File: config.mk
export PLATFORM = sky130hd
export DESIGN_NAME = config_word_decode
export DESIGN_NICKNAME = d
export VERILOG_FILES = /design/src/verilog/cfg_word_pkg.sv /design/src/verilog/config_word_decode.sv
export SDC_FILE = /design/constraint.sdc
export NUM_CORES = 1
export LEC_CHECK = 0
export BUFFER_PORTS_ARGS = -buffer_cell sky130_fd_sc_hd__buf_2
export CAP_MARGIN = 5
export CORE_UTILIZATION = 47
export CTS_CLUSTER_SIZE = 28
export DETAILED_ROUTE_END_ITERATION = 6
export PLACE_DENSITY = 0.85
export SLEW_MARGIN = 20
export SYNTH_ARGS = -nofsm -noshare
export SYNTH_HDL_FRONTEND = slang
export SYNTH_SLANG_ARGS = --single-unit
File: constraint.sdc
create_clock -name mclk -period 3.18 [get_ports mclk]
set_input_delay 0 -clock mclk [delete_from_list [all_inputs] [get_ports mclk]]
set_output_delay 0 -clock mclk [all_outputs]
set_load 0.02 [all_outputs]
File: src/verilog/cfg_word_pkg.sv
// constants and types for the configuration word decoder
package cfg_word_pkg;

  // ---------------------------------------------------------------
  // register map (byte addresses on the bus)
  // ---------------------------------------------------------------
  localparam logic [15:0] CFG_WORD_ADDR  = 16'h2007;
  localparam logic [15:0] CTRL_ADDR      = 16'h2010;
  localparam logic [15:0] STATUS_ADDR    = 16'h2014;
  localparam logic [15:0] CFG_WORD_RESET = 16'h0fff;

  // ---------------------------------------------------------------
  // field positions
  // ---------------------------------------------------------------
  localparam int BROWNOUT_HI    = 9;
  localparam int BROWNOUT_LO    = 8;
  localparam int RESET_PIN_BIT  = 5;
  localparam int PWRUP_BIT      = 4;
  localparam int OSC_SEL_HI     = 2;
  localparam int OSC_SEL_LO     = 0;
  localparam int IMPL_HI        = 11;
  localparam int CTRL_SW_BOR    = 0;
  localparam int CTRL_SLEEP     = 1;
  localparam int CTRL_PIN_RESET = 2;
  localparam logic [31:0] CTRL_MASK = 32'h0000_0007;

  // ---------------------------------------------------------------
  // brown-out modes
  // ---------------------------------------------------------------
  typedef enum logic [1:0] {
    BOR_OFF      = 2'b00,
    BOR_SOFTWARE = 2'b01,
    BOR_AWAKE    = 2'b10,
    BOR_ON       = 2'b11
  } brownout_mode_e;

  // oscillator codes that run the on-chip oscillator
  localparam logic [2:0] OSC_INT_NOCLK = 3'h4;
  localparam logic [2:0] OSC_INT_CLK   = 3'h5;
  localparam logic [2:0] OSC_RC_NOCLK  = 3'h6;
  localparam logic [2:0] OSC_RC_CLK    = 3'h7;

  // decoded settings
  typedef struct packed {
    logic brownout_reset_en;
    logic powerup_timer_en;
    logic internal_reset;
    logic osc_stop;
    logic chip_reset_req;
  } cfg_ctrl_s;

endpackage

File: src/verilog/config_word_decode.sv
// configuration word decoder with a classic wishbone register slave
`timescale 1ns/1ps
module config_word_decode
(
  // clock and reset
  input  wire logic                    mclk,
  input  wire logic                    rst_n,
  // wishbone slave
  input  wire logic                    wb_cyc_i,
  input  wire logic                    wb_stb_i,
  input  wire logic                    wb_we_i,
  input  wire logic [15:0]             wb_adr_i,
  input  wire logic [3:0]              wb_sel_i,
  input  wire logic [31:0]             wb_dat_i,
  output logic      [31:0]             wb_dat_o,
  output logic                         wb_ack_o,
  // device pins and state
  input  wire logic                    external_reset_pin_n,
  input  wire logic                    sleep_i,
  // decoded settings
  output cfg_word_pkg::cfg_ctrl_s      cfg_ctrl_o
);

  // ---------------------------------------------------------------
  // pin synchroniser
  // ---------------------------------------------------------------
  logic pin_meta_ff;
  logic pin_sync_ff;
  logic nxt_pin_meta;
  logic nxt_pin_sync;

  // only the second flop feeds the decode; the first may still be settling
  always_comb
  begin
    nxt_pin_meta = external_reset_pin_n;
    nxt_pin_sync = pin_meta_ff;
  end

  // reset to the released level so no false pin event follows reset
  always_ff @(posedge mclk)
  begin
    if (!rst_n)
    begin
      pin_meta_ff <= 1'b1;
      pin_sync_ff <= 1'b1;
    end
    else
    begin
      pin_meta_ff <= nxt_pin_meta;
      pin_sync_ff <= nxt_pin_sync;
    end
  end

  // ---------------------------------------------------------------
  // registers
  // ---------------------------------------------------------------
  // the word is written by the programmer path; run-time code should only read it
  logic [15:0] cfg_word_ff;
  logic [15:0] nxt_cfg_word;
  logic [2:0]  ctrl_ff;
  logic [2:0]  nxt_ctrl;
  logic        ack_ff;
  logic        nxt_ack;
  logic [31:0] rdata_ff;
  logic [31:0] nxt_rdata;
  logic        req;
  logic        hit_cfg;
  logic        hit_ctrl;
  logic        hit_stat;

  assign req      = wb_cyc_i && wb_stb_i && !ack_ff;
  assign hit_cfg  = (wb_adr_i == cfg_word_pkg::CFG_WORD_ADDR);
  assign hit_ctrl = (wb_adr_i == cfg_word_pkg::CTRL_ADDR);
  assign hit_stat = (wb_adr_i == cfg_word_pkg::STATUS_ADDR);

  always_comb
  begin
    nxt_cfg_word = cfg_word_ff;
    nxt_ctrl     = ctrl_ff;
    nxt_ack      = req;
    nxt_rdata    = rdata_ff;
    if (req && wb_we_i)
    begin
      if (hit_cfg)
      begin
        if (wb_sel_i[0])
        begin
          nxt_cfg_word[7:0] = wb_dat_i[7:0];
        end
        if (wb_sel_i[1])
        begin
          nxt_cfg_word[15:8] = {4'h0, wb_dat_i[11:8]};
        end
      end
      if (hit_ctrl && wb_sel_i[0])
      begin
        nxt_ctrl = wb_dat_i[2:0];
      end
    end
    else if (req)
    begin
      // unmapped addresses still ack and read zero
      nxt_rdata = 32'h0000_0000;
      if (hit_cfg)
      begin
        nxt_rdata = {16'h0000, 4'h0, cfg_word_ff[cfg_word_pkg::IMPL_HI:0]};
      end
      if (hit_ctrl)
      begin
        nxt_rdata = {29'h0000_0000, ctrl_ff};
      end
      // status shows the registered settings, one cycle behind the word
      if (hit_stat)
      begin
        nxt_rdata = {27'h0000_0000, cfg_ctrl_o};
      end
    end
  end

  always_ff @(posedge mclk)
  begin
    if (!rst_n)
    begin
      cfg_word_ff <= cfg_word_pkg::CFG_WORD_RESET;
      ctrl_ff     <= 3'h0;
      ack_ff      <= 1'b0;
      rdata_ff    <= 32'h0000_0000;
    end
    else
    begin
      cfg_word_ff <= nxt_cfg_word;
      ctrl_ff     <= nxt_ctrl;
      ack_ff      <= nxt_ack;
      rdata_ff    <= nxt_rdata;
    end
  end

  assign wb_ack_o = ack_ff;
  assign wb_dat_o = rdata_ff;

  // ---------------------------------------------------------------
  // decode
  // ---------------------------------------------------------------
  cfg_word_pkg::brownout_mode_e bor_mode;
  logic [2:0]                   osc_sel;
  logic                         sw_brownout_enable;
  logic                         sleeping;
  logic                         reset_pin_function;
  logic                         pin_asserted;
  logic                         osc_internal;
  cfg_word_pkg::cfg_ctrl_s      nxt_cfg_ctrl;
  cfg_word_pkg::cfg_ctrl_s      cfg_ctrl_ff;

  assign bor_mode = cfg_word_pkg::brownout_mode_e'(
    cfg_word_ff[cfg_word_pkg::BROWNOUT_HI:cfg_word_pkg::BROWNOUT_LO]);
  assign osc_sel            = cfg_word_ff[cfg_word_pkg::OSC_SEL_HI:cfg_word_pkg::OSC_SEL_LO];
  assign sw_brownout_enable = ctrl_ff[cfg_word_pkg::CTRL_SW_BOR];
  // sleep may come from the core register or the sleep input
  assign sleeping           = ctrl_ff[cfg_word_pkg::CTRL_SLEEP] | sleep_i;
  assign reset_pin_function = cfg_word_ff[cfg_word_pkg::RESET_PIN_BIT];
  assign pin_asserted       = !pin_sync_ff && reset_pin_function;
  assign osc_internal       = (osc_sel == cfg_word_pkg::OSC_INT_NOCLK)
                           || (osc_sel == cfg_word_pkg::OSC_INT_CLK)
                           || (osc_sel == cfg_word_pkg::OSC_RC_NOCLK)
                           || (osc_sel == cfg_word_pkg::OSC_RC_CLK);

  always_comb
  begin
    nxt_cfg_ctrl = '0;
    unique case (bor_mode)
      cfg_word_pkg::BOR_ON:
      begin
        nxt_cfg_ctrl.brownout_reset_en = 1'b1;
      end
      cfg_word_pkg::BOR_OFF:
      begin
        nxt_cfg_ctrl.brownout_reset_en = 1'b0;
      end
      // the software bit is not looked at here, so it cannot keep brown-out on in sleep
      cfg_word_pkg::BOR_AWAKE:
      begin
        nxt_cfg_ctrl.brownout_reset_en = !sleeping;
      end
      cfg_word_pkg::BOR_SOFTWARE:
      begin
        nxt_cfg_ctrl.brownout_reset_en = sw_brownout_enable;
      end
    endcase
    nxt_cfg_ctrl.powerup_timer_en = !cfg_word_ff[cfg_word_pkg::PWRUP_BIT];
    nxt_cfg_ctrl.internal_reset   = !reset_pin_function;
    nxt_cfg_ctrl.osc_stop         = pin_asserted && osc_internal;
    nxt_cfg_ctrl.chip_reset_req   = pin_asserted || ctrl_ff[cfg_word_pkg::CTRL_PIN_RESET];
  end

  always_ff @(posedge mclk)
  begin
    if (!rst_n)
    begin
      cfg_ctrl_ff <= '0;
    end
    else
    begin
      cfg_ctrl_ff <= nxt_cfg_ctrl;
    end
  end

  assign cfg_ctrl_o = cfg_ctrl_ff;

endmodule

# Yosys cells after proc, flatten, opt, wreduce, memory -nomap -nowiden
# Cells that the tools add are included.
dict set report totals {
  ff_bits 55
  elab_cells 48
}
dict set report classes {
  eq_ne 10
  n_mux 4
  n_reduce_logical 20
  bitwise_logic 2
}
# operator n
set ops {}
lappend ops {{$mux W32} 2}
lappend ops {{$eq A16 B14 Y1 const B} 3}
lappend ops {{$eq A3 B3 Y1 const B} 4}
lappend ops {{$mux W12} 1}
lappend ops {{$logic_and A1 B1 Y1} 6}
lappend ops {{$reduce_and A3 Y1} 2}
lappend ops {{$logic_not A1 Y1} 5}
lappend ops {{$eq A2 B2 Y1 const B} 2}
lappend ops {{$logic_or A1 B1 Y1} 4}
lappend ops {{$pmux W1 S4} 1}
lappend ops {{$reduce_and A2 Y1} 2}
lappend ops {{$eq A2 B1 Y1 const B} 1}
lappend ops {{$logic_not A2 Y1} 1}
lappend ops {{$not A1 Y1} 1}
lappend ops {{$or A1 B1 Y1} 1}

# Longest topological paths before layout
# Gate-level depths: netlist (run 1).
dict set report depth {
  depth_word 5
  depth_mapped 6
  depth_no_buf 4
}

# Least setup slack after synthesis (run 1)
# No wires, ideal clock.
dict set report synth_timing {
  kind {flip-flop to flip-flop}
  startpoint {register ack_ff (netlist: wb_ack_o)}
  endpoint {register cfg_word_ff[4]}
  slack_ns 1.657
  n_path_buf 2
  path_stages_with_launch 7
  arrival_ns 1.403
  t_required_ns 3.060
  cell_sequence {dfxtp_1 -> and4b_1 -> and2_1 -> buf_6 -> and3_1 -> buf_2 -> mux2i_1}
}
dict set report synth_between {
  elab_chain_len 4
}
# item line
set synth_rtl {}
lappend synth_rtl {{start, declared} config_word_decode.sv:62} ;# logic ack_ff;
lappend synth_rtl {{start signal, assigned} config_word_decode.sv:133} ;# ack_ff <= nxt_ack;
lappend synth_rtl {{$logic_not A1 Y1} config_word_decode.sv:71} ;# assign req = wb_cyc_i && wb_stb_i && !ack_ff;
lappend synth_rtl {{$logic_and A1 B1 Y1} config_word_decode.sv:71}
lappend synth_rtl {{$logic_and A1 B1 Y1} config_word_decode.sv:82} ;# if (req && wb_we_i)
lappend synth_rtl {{$reduce_and A3 Y1 (no source line)} -}
lappend synth_rtl {{end signal, assigned} config_word_decode.sv:124} ;# cfg_word_ff <= cfg_word_pkg::CFG_WORD_RESET;
lappend synth_rtl {{end signal, assigned} config_word_decode.sv:131} ;# cfg_word_ff <= nxt_cfg_word;
lappend synth_rtl {{end, declared} config_word_decode.sv:58} ;# logic [15:0] cfg_word_ff;
# No other way between the ends.
# A chain may end at the register's enable or synchronous reset.

# Worst setup path after layout (run 1)
dict set report layout_timing {
  startpoint {register ack_ff (netlist: wb_ack_o)}
  endpoint {register cfg_word_ff[5]}
}
# Same word-level chain as after synthesis.

==> results.json, run 1 <==
{
  "cp-start-kind": "flip-flop",
  "whs_ps": 20.1,
  "dp_cells": 286,
  "critPathCapture": "cfg_word_ff[5]",
  "yosys_register_bits": 35,
  "rsz0062_at_grt": "false",
  "cts.sinks": 35,
  "r2r_cells": 4,
  "htree_levels": 2,
  "tns_ps": 0,
  "gp_congestion": 0.805,
  "syn_area_um2": 1690,
  "fp.coreArea_um2": 3390,
  "drtAntennaViolNets": 0,
  "layout.cells.non_filler": 312,
  "cp_cell_sequence": "and4b_1, and2_1, and3_1, mux2i_1",
  "seq_area_frac_synth_pct": 41.5,
  "setup_viol": 0,
  "synth.distinct_cells": 37,
  "setup_slack_ps": 1380,
  "first_pass_iters": 4,
  "post-route-min-period_ps": 1800,
  "tightest_slew_ps": 875,
  "drive_above_1_share_pct": 25.9,
  "status": "finished, final reports clean",
  "critPathCaptureType": "flip-flop",
  "reg2reg_slack_ps": 1380,
  "dieArea_um2": 3840,
  "port_buffers": 54,
  "io_pins": 97,
  "critPathKind": "reg2reg",
  "cts_resized": 0,
  "powerDensity_nw_per_um2": 390,
  "grt_pass1_vias": 1443,
  "max_cap_viol_count": 0,
  "crit_start": "wb_ack_o",
  "hpwl_um": 2720,
  "cts_buffers": 5,
  "wl_um": 3840,
  "timing.fmax_mhz": 555,
  "crit_family": "simple AND/OR/NAND/NOR gates",
  "skew_ps": 9.46,
  "insertion_delay_ps": 340,
  "insertedDiodeCount": 0,
  "grt.total_usage_pct": 20.6,
  "die-width_um": 62.0,
  "cp_slowest_stage_delay_ps": 420,
  "holdCritPathClass": "in2reg",
  "drv_slew": 0,
  "critPathArrivalTime_ps": 2070,
  "grt_start_max_net_pins": 26,
  "crit_cells": 4,
  "drtIter0Drc": 69,
  "drc_errors": 0,
  "syn_inst": 194,
  "clk_path_buf_depth": 2,
  "n_fill_cell": 285,
  "nets": 324,
  "clk_pin_slew_ps": 110,
  "p_leak_uw": 0.000964,
  "critPathSlowestCell": "and3_1",
  "antenna_found_initial": 0,
  "initial_core_util_pct": 49.8,
  "die_h_um": 62.0,
  "cts_tree": "built",
  "final_hold_viol_count": 0,
  "worstPathMaxFanout": 10,
  "root_buffer": "clkbuf_4",
  "grt_pass1_wl_um": 5870,
  "ir_drop_uv": 269,
  "syn_to_final_growth_pct": 26.5,
  "vias": 1637,
  "finalCritPeriodShare_pct": 56.6,
  "gr-total-overflow": 0,
  "routedWlPerCell_um": 12.3,
  "r2r-start": "wb_ack_o",
  "vias_per_cell": 5.25,
  "critPathBufInv": 0,
  "yosysWarnings": 0,
  "r2r_end": "cfg_word_ff[5]",
  "num_rows": 21,
  "pre_cts_slack_ps": 1250,
  "crit_required_ps": 3450,
  "syn_area_per_cell_um2": 8.71,
  "relSlewSlack_pct": 41.2
}
==> worst min path at each step <==
stage | from | to | depth (start not counted)
5_1_grt | wb_we_i | wb_dat_o[4] | 4
3_3_place_gp | external_reset_pin_n | nxt_pin_sync | 2
2_1_floorplan | external_reset_pin_n | nxt_pin_sync | 1
6_report | wb_we_i | wb_dat_o[4] | 4
4_1_cts | wb_we_i | wb_dat_o[4] | 4
3_5_place_dp | external_reset_pin_n | nxt_pin_sync | 2
==> Yosys cell counts (all sizes together) <==
cell | n | area share (%)
a32oi | 3 | 1.6
nor2 | 7 | 1.6
inv | 12 | 2.7
dfxtp | 35 | 41
nor2b | 2 | 0.74
a211oi | 3 | 1.3
a21oi | 14 | 4.1
o21ai | 17 | 5.0
nor3 | 4 | 1.2
and4 | 1 | 0.52
nor3b | 1 | 0.44
nand2 | 13 | 2.9
or4 | 2 | 1.1
a22o | 2 | 1.0
nand3 | 11 | 3.3
nor4 | 5 | 2.2
nor4b | 1 | 0.89
buf | 26 | 12
nand2b | 2 | 0.74
o311ai | 4 | 2.1
and4b | 2 | 1.2
or4b | 1 | 0.81
and2 | 2 | 0.74
nand4bb | 1 | 0.67
conb | 1 | 0.22
nand4 | 5 | 1.9
a41oi | 6 | 3.1
mux2i | 2 | 1.2
clkbuf | 3 | 0.67
and3 | 5 | 1.9
and3b | 1 | 0.52
==> cell type report <==
class,instances,area [µm²],area share [%]
Clock buffer,7,65.1,3.04
Timing Repair Buffer,74,465,21.8
Tap cell,46,57.6,2.69
Clock inverter,1,7.51,0.351
Multi-Input combinational cell,137,796,37.2
Inverter,12,45.0,2.11
Sequential cell,35,701,32.8
==> where the power goes <==
part | internal (µW) | switching, µW | leakage [µW]
clock | 129 | 153 | 0.0000375
sequential | 443 | 2.31 | 0.000284
combinational | 44.2 | 62.5 | 0.000643
==> logic make-up after synthesis <==
kind of cell	after synthesis	share of synthesized area, %
AND/OR/NAND/NOR	66	23.2
AO/OA/AOI/OAI	49	18.3
buffers and inverters	41	15.6
flip-flops	35	41.5
multiplexers	2	1.19
other	1	0.222
==> stage by stage <==
step / util, % / total power (µW) / cell area [µm²]
detailed placement: 55.6 / 544 / 1880
global route: 63.0 / 865 / 2140
finish: 63.0 / 834 / 2140
floorplan: - / 529 / 1760
CTS: 63.0 / 828 / 2140
global placement: 55.6 / 543 / 1880
==> worst register-to-register path, stage by stage (launching register included) <==
cell,delay (ps)
dfxtp_1,350
and4b_1,360
and2_1,390
and3_1,420
mux2i_1,220
==> cells in the final DEF, fill, tap and decap left out, types with 6 or more instances in the layout <==
cell type / synthesis / layout
nand3_1: 11 / 11
nor2_1: 7 / 7
dfxtp_1: 35 / 35
a21oi_1: 14 / 14
o21ai_0: 14 / 14
conb_1: 1 / 20
dlygate4sd3_1: 0 / 18
inv_1: 11 / 11
a41oi_1: 6 / 6
buf_2: 1 / 54
nand2_1: 13 / 13
==> registers in the layout (all words and copies together), names as in the netlist <==
signal,cells
cfg_ctrl_o,5
ctrl_ff,3
cfg_word_ff,12
wb_ack_o,1
pin_sync_ff,1
nxt_pin_sync,1
wb_dat_o,12
==> layer usage <==
| metal | track usage (%) | share of wire (%) | wire length [µm] | vias to the layer above |
|---|---|---|---|---|
| met1 | 22.7 | 41 | 1590 | 735 |
| li1 | - | - | - | 812 |
| met4 | 7.30 | 2.0 | 76 | 0 |
| met5 | 0 | 0 | 0 | - |
| met3 | 6.21 | 6.5 | 251 | 12 |
| met2 | 37.1 | 50 | 1920 | 78 |
==> what timing repair did <==
action                                 4_1_cts  5_1_grt
hold buffers                                18        0
endpoints found under the hold margin       19        0
buffers inserted                             0        0
Note: power is estimated with default switching activity, not from simulation.
==> run 2: changes to the inputs <==
--- a/config.mk
+++ b/config.mk
@@ -7,10 +7,10 @@
 export LEC_CHECK = 0
 export BUFFER_PORTS_ARGS = -buffer_cell sky130_fd_sc_hd__buf_2
 export CAP_MARGIN = 5
-export CORE_UTILIZATION = 47
+export CORE_UTILIZATION = 43
 export CTS_CLUSTER_SIZE = 28
 export DETAILED_ROUTE_END_ITERATION = 6
-export PLACE_DENSITY = 0.85
+export PLACE_DENSITY = 0.79
 export SLEW_MARGIN = 20
 export SYNTH_ARGS = -nofsm -noshare
 export SYNTH_HDL_FRONTEND = slang
==> constraint.sdc (replaced) <==
create_clock -name mclk -period 1.73 [get_ports mclk]
set_input_delay 0 -clock mclk [delete_from_list [all_inputs] [get_ports mclk]]
set_output_delay 0 -clock mclk [all_outputs]
set_load 0.02 [all_outputs]
==> run 2 against run 1 <==
Setup slack got worse by 1100 ps. Die area grew 9.0%. Combinational power grew 79%. Clock skew is 3.9 ps higher. Sequential share of layout area decreased by 0.60 points. Global-route usage down 0.73 points. Register-to-register slack got worse by 1100 ps. Final area grew 1.9%. Non-clock buffer count is 1 higher. Final cell count rose by 0.96%. Clock power grew to 2.7 times the previous value. Critical endpoint unchanged. Largest power group unchanged. Highest routed layer unchanged.
==> results.json, run 2 (synthesis results as in run 1) <==
{
  "status": "finished, final reports clean",
  "first_pass_iters": 4,
  "cts_resized": 0,
  "insertion_delay_ps": 290,
  "critPathSlowestCell": "and3_1",
  "port_buffers": 54,
  "critPathCapture": "cfg_word_ff[5]",
  "mostFrequentLayoutCell": "buf_2",
  "nets": 325,
  "r2r_cells": 4,
  "crit_start": "wb_ack_o",
  "drv_slew": 0,
  "cp_cell_sequence": "and4b_1, and2_1, and3_1, mux2i_1",
  "multiInputGateArea_um2": 796,
  "drtAntennaViolNets": 0,
  "io_pins": 97,
  "gp_congestion": 0.859,
  "p_leak_uw": 0.00100,
  "clk_pin_slew_ps": 80,
  "vias_per_cell": 5.03,
  "ir_drop_uv": 922,
  "powerDensity_nw_per_um2": 811,
  "holdCritPathClass": "in2reg",
  "grt_pass1_vias": 1489,
  "finalCritPeriodShare_pct": 83.8,
  "grt.total_usage_pct": 19.8,
  "hpwl_um": 2860,
  "htree_levels": 2,
  "r2r-start": "wb_ack_o",
  "dp_cells": 295,
  "reg2reg_slack_ps": 280,
  "tns_ps": 0,
  "cts_buffers": 5,
  "crit_required_ps": 1960,
  "grt_pass1_wl_um": 6430,
  "drc_errors": 0,
  "fp.coreArea_um2": 3720,
  "gr-total-overflow": 0,
  "timing.fmax_mhz": 690,
  "cts_tree": "built",
  "root_buffer": "clkbuf_8",
  "clk_path_buf_depth": 2,
  "grt_start_max_net_pins": 26,
  "wl_um": 3900,
  "initial_core_util_pct": 45.5,
  "critPathArrivalTime_ps": 1670,
  "worstPathMaxFanout": 8,
  "cts.sinks": 35,
  "setup_viol": 0,
  "final_hold_viol_count": 0,
  "syn_to_final_growth_pct": 28.9,
  "drtIter0Drc": 82,
  "rsz0062_at_grt": "false",
  "pre_cts_slack_ps": 216,
  "cp-start-kind": "flip-flop",
  "critPathKind": "reg2reg",
  "drive_above_1_share_pct": 28.5,
  "r2r_end": "cfg_word_ff[5]",
  "die-width_um": 64.7,
  "register_area_um2": 701,
  "post-cts-setup-buffers": 0,
  "skew_ps": 13.4,
  "vias": 1584,
  "n_fill_cell": 347,
  "insertedDiodeCount": 0,
  "cp_slowest_stage_delay_ps": 360,
  "critPathCaptureType": "flip-flop",
  "routedWlPerCell_um": 12.4,
  "num_rows": 22,
  "post-route-min-period_ps": 1450,
  "antenna_found_initial": 0,
  "die_h_um": 64.7,
  "setup_slack_ps": 280,
  "layout.cells.non_filler": 315,
  "mostFrequentLayoutCells": "buf_2, dfxtp_1, conb_1",
  "dieArea_um2": 4180,
  "max_cap_viol_count": 0
}
run 2: cell types whose count changed in the layout (fill, tap and decap cells not counted), moves of 4 or more:
cell           before  now
buf_4               2    9
dlygate4sd3_1      18   12
clkbuf_8            2    6
clkbuf_4            5    0
run 2: critical path, delay by kind of cell (launching register included):
| kind | cells | cell delay, ps |
|---|---|---|
| flops | 1 | 340 |
| simple gates | 3 | 820 |
| mux | 1 | 220 |
run 2: layout make-up:
type | instances | area share (%)
Clock inverter | 2 | 1.61
Multi-Input combinational cell | 137 | 36.6
Sequential cell | 35 | 32.2
Timing Repair Buffer | 75 | 21.0
Clock buffer | 6 | 3.79
Inverter | 12 | 2.07
Tap cell | 48 | 2.76
run 2: worst min path at each step:
stage / start / endpoint / slack, ps / depth (start not counted)
5_1_grt: wb_dat_i[1] / ctrl_ff[1] / 9 / 3
2_1_floorplan: external_reset_pin_n / nxt_pin_sync / 100 / 1
6_report: wb_dat_i[1] / ctrl_ff[1] / 1 / 3
3_5_place_dp: external_reset_pin_n / nxt_pin_sync / 190 / 2
4_1_cts: wb_dat_i[1] / ctrl_ff[1] / 2 / 3
3_3_place_gp: external_reset_pin_n / nxt_pin_sync / 190 / 2
run 2: through the flow:
| stage | hold WS (ps) | area, µm² | total power (µW) | utilization [%] |
|---|---|---|---|---|
| finish | 1.10 | 2180 | 1770 | 58.6 |
| global route | 9.33 | 2180 | 1830 | 58.6 |
| CTS | 1.99 | 2180 | 1770 | 58.6 |
| detailed placement | 195 | 1940 | 1010 | 52.2 |
| global placement | 192 | 1940 | 1000 | 52.2 |
| floorplan | 101 | 1760 | 973 | - |
run 2: what timing repair did:
item,in CTS,in global routing
endpoints found under the hold margin,11,0
setup endpoints to repair,0,0
hold buffers,12,0
run 2: where the power goes:
| group | total [µW] | switching [µW] | internal, µW | leakage (µW) |
|---|---|---|---|---|
| clock | 755 | 289 | 466 | 0.0000612 |
| combinational | 192 | 115 | 77.4 | 0.000655 |
| sequential | 819 | 4.55 | 814 | 0.000284 |
run 2: per-layer routing:
layer  wire, µm  GRT usage, %
met1       1780          25.4
met4         43          6.39
met5          0             0
met2       1850          32.2
met3        227          5.28
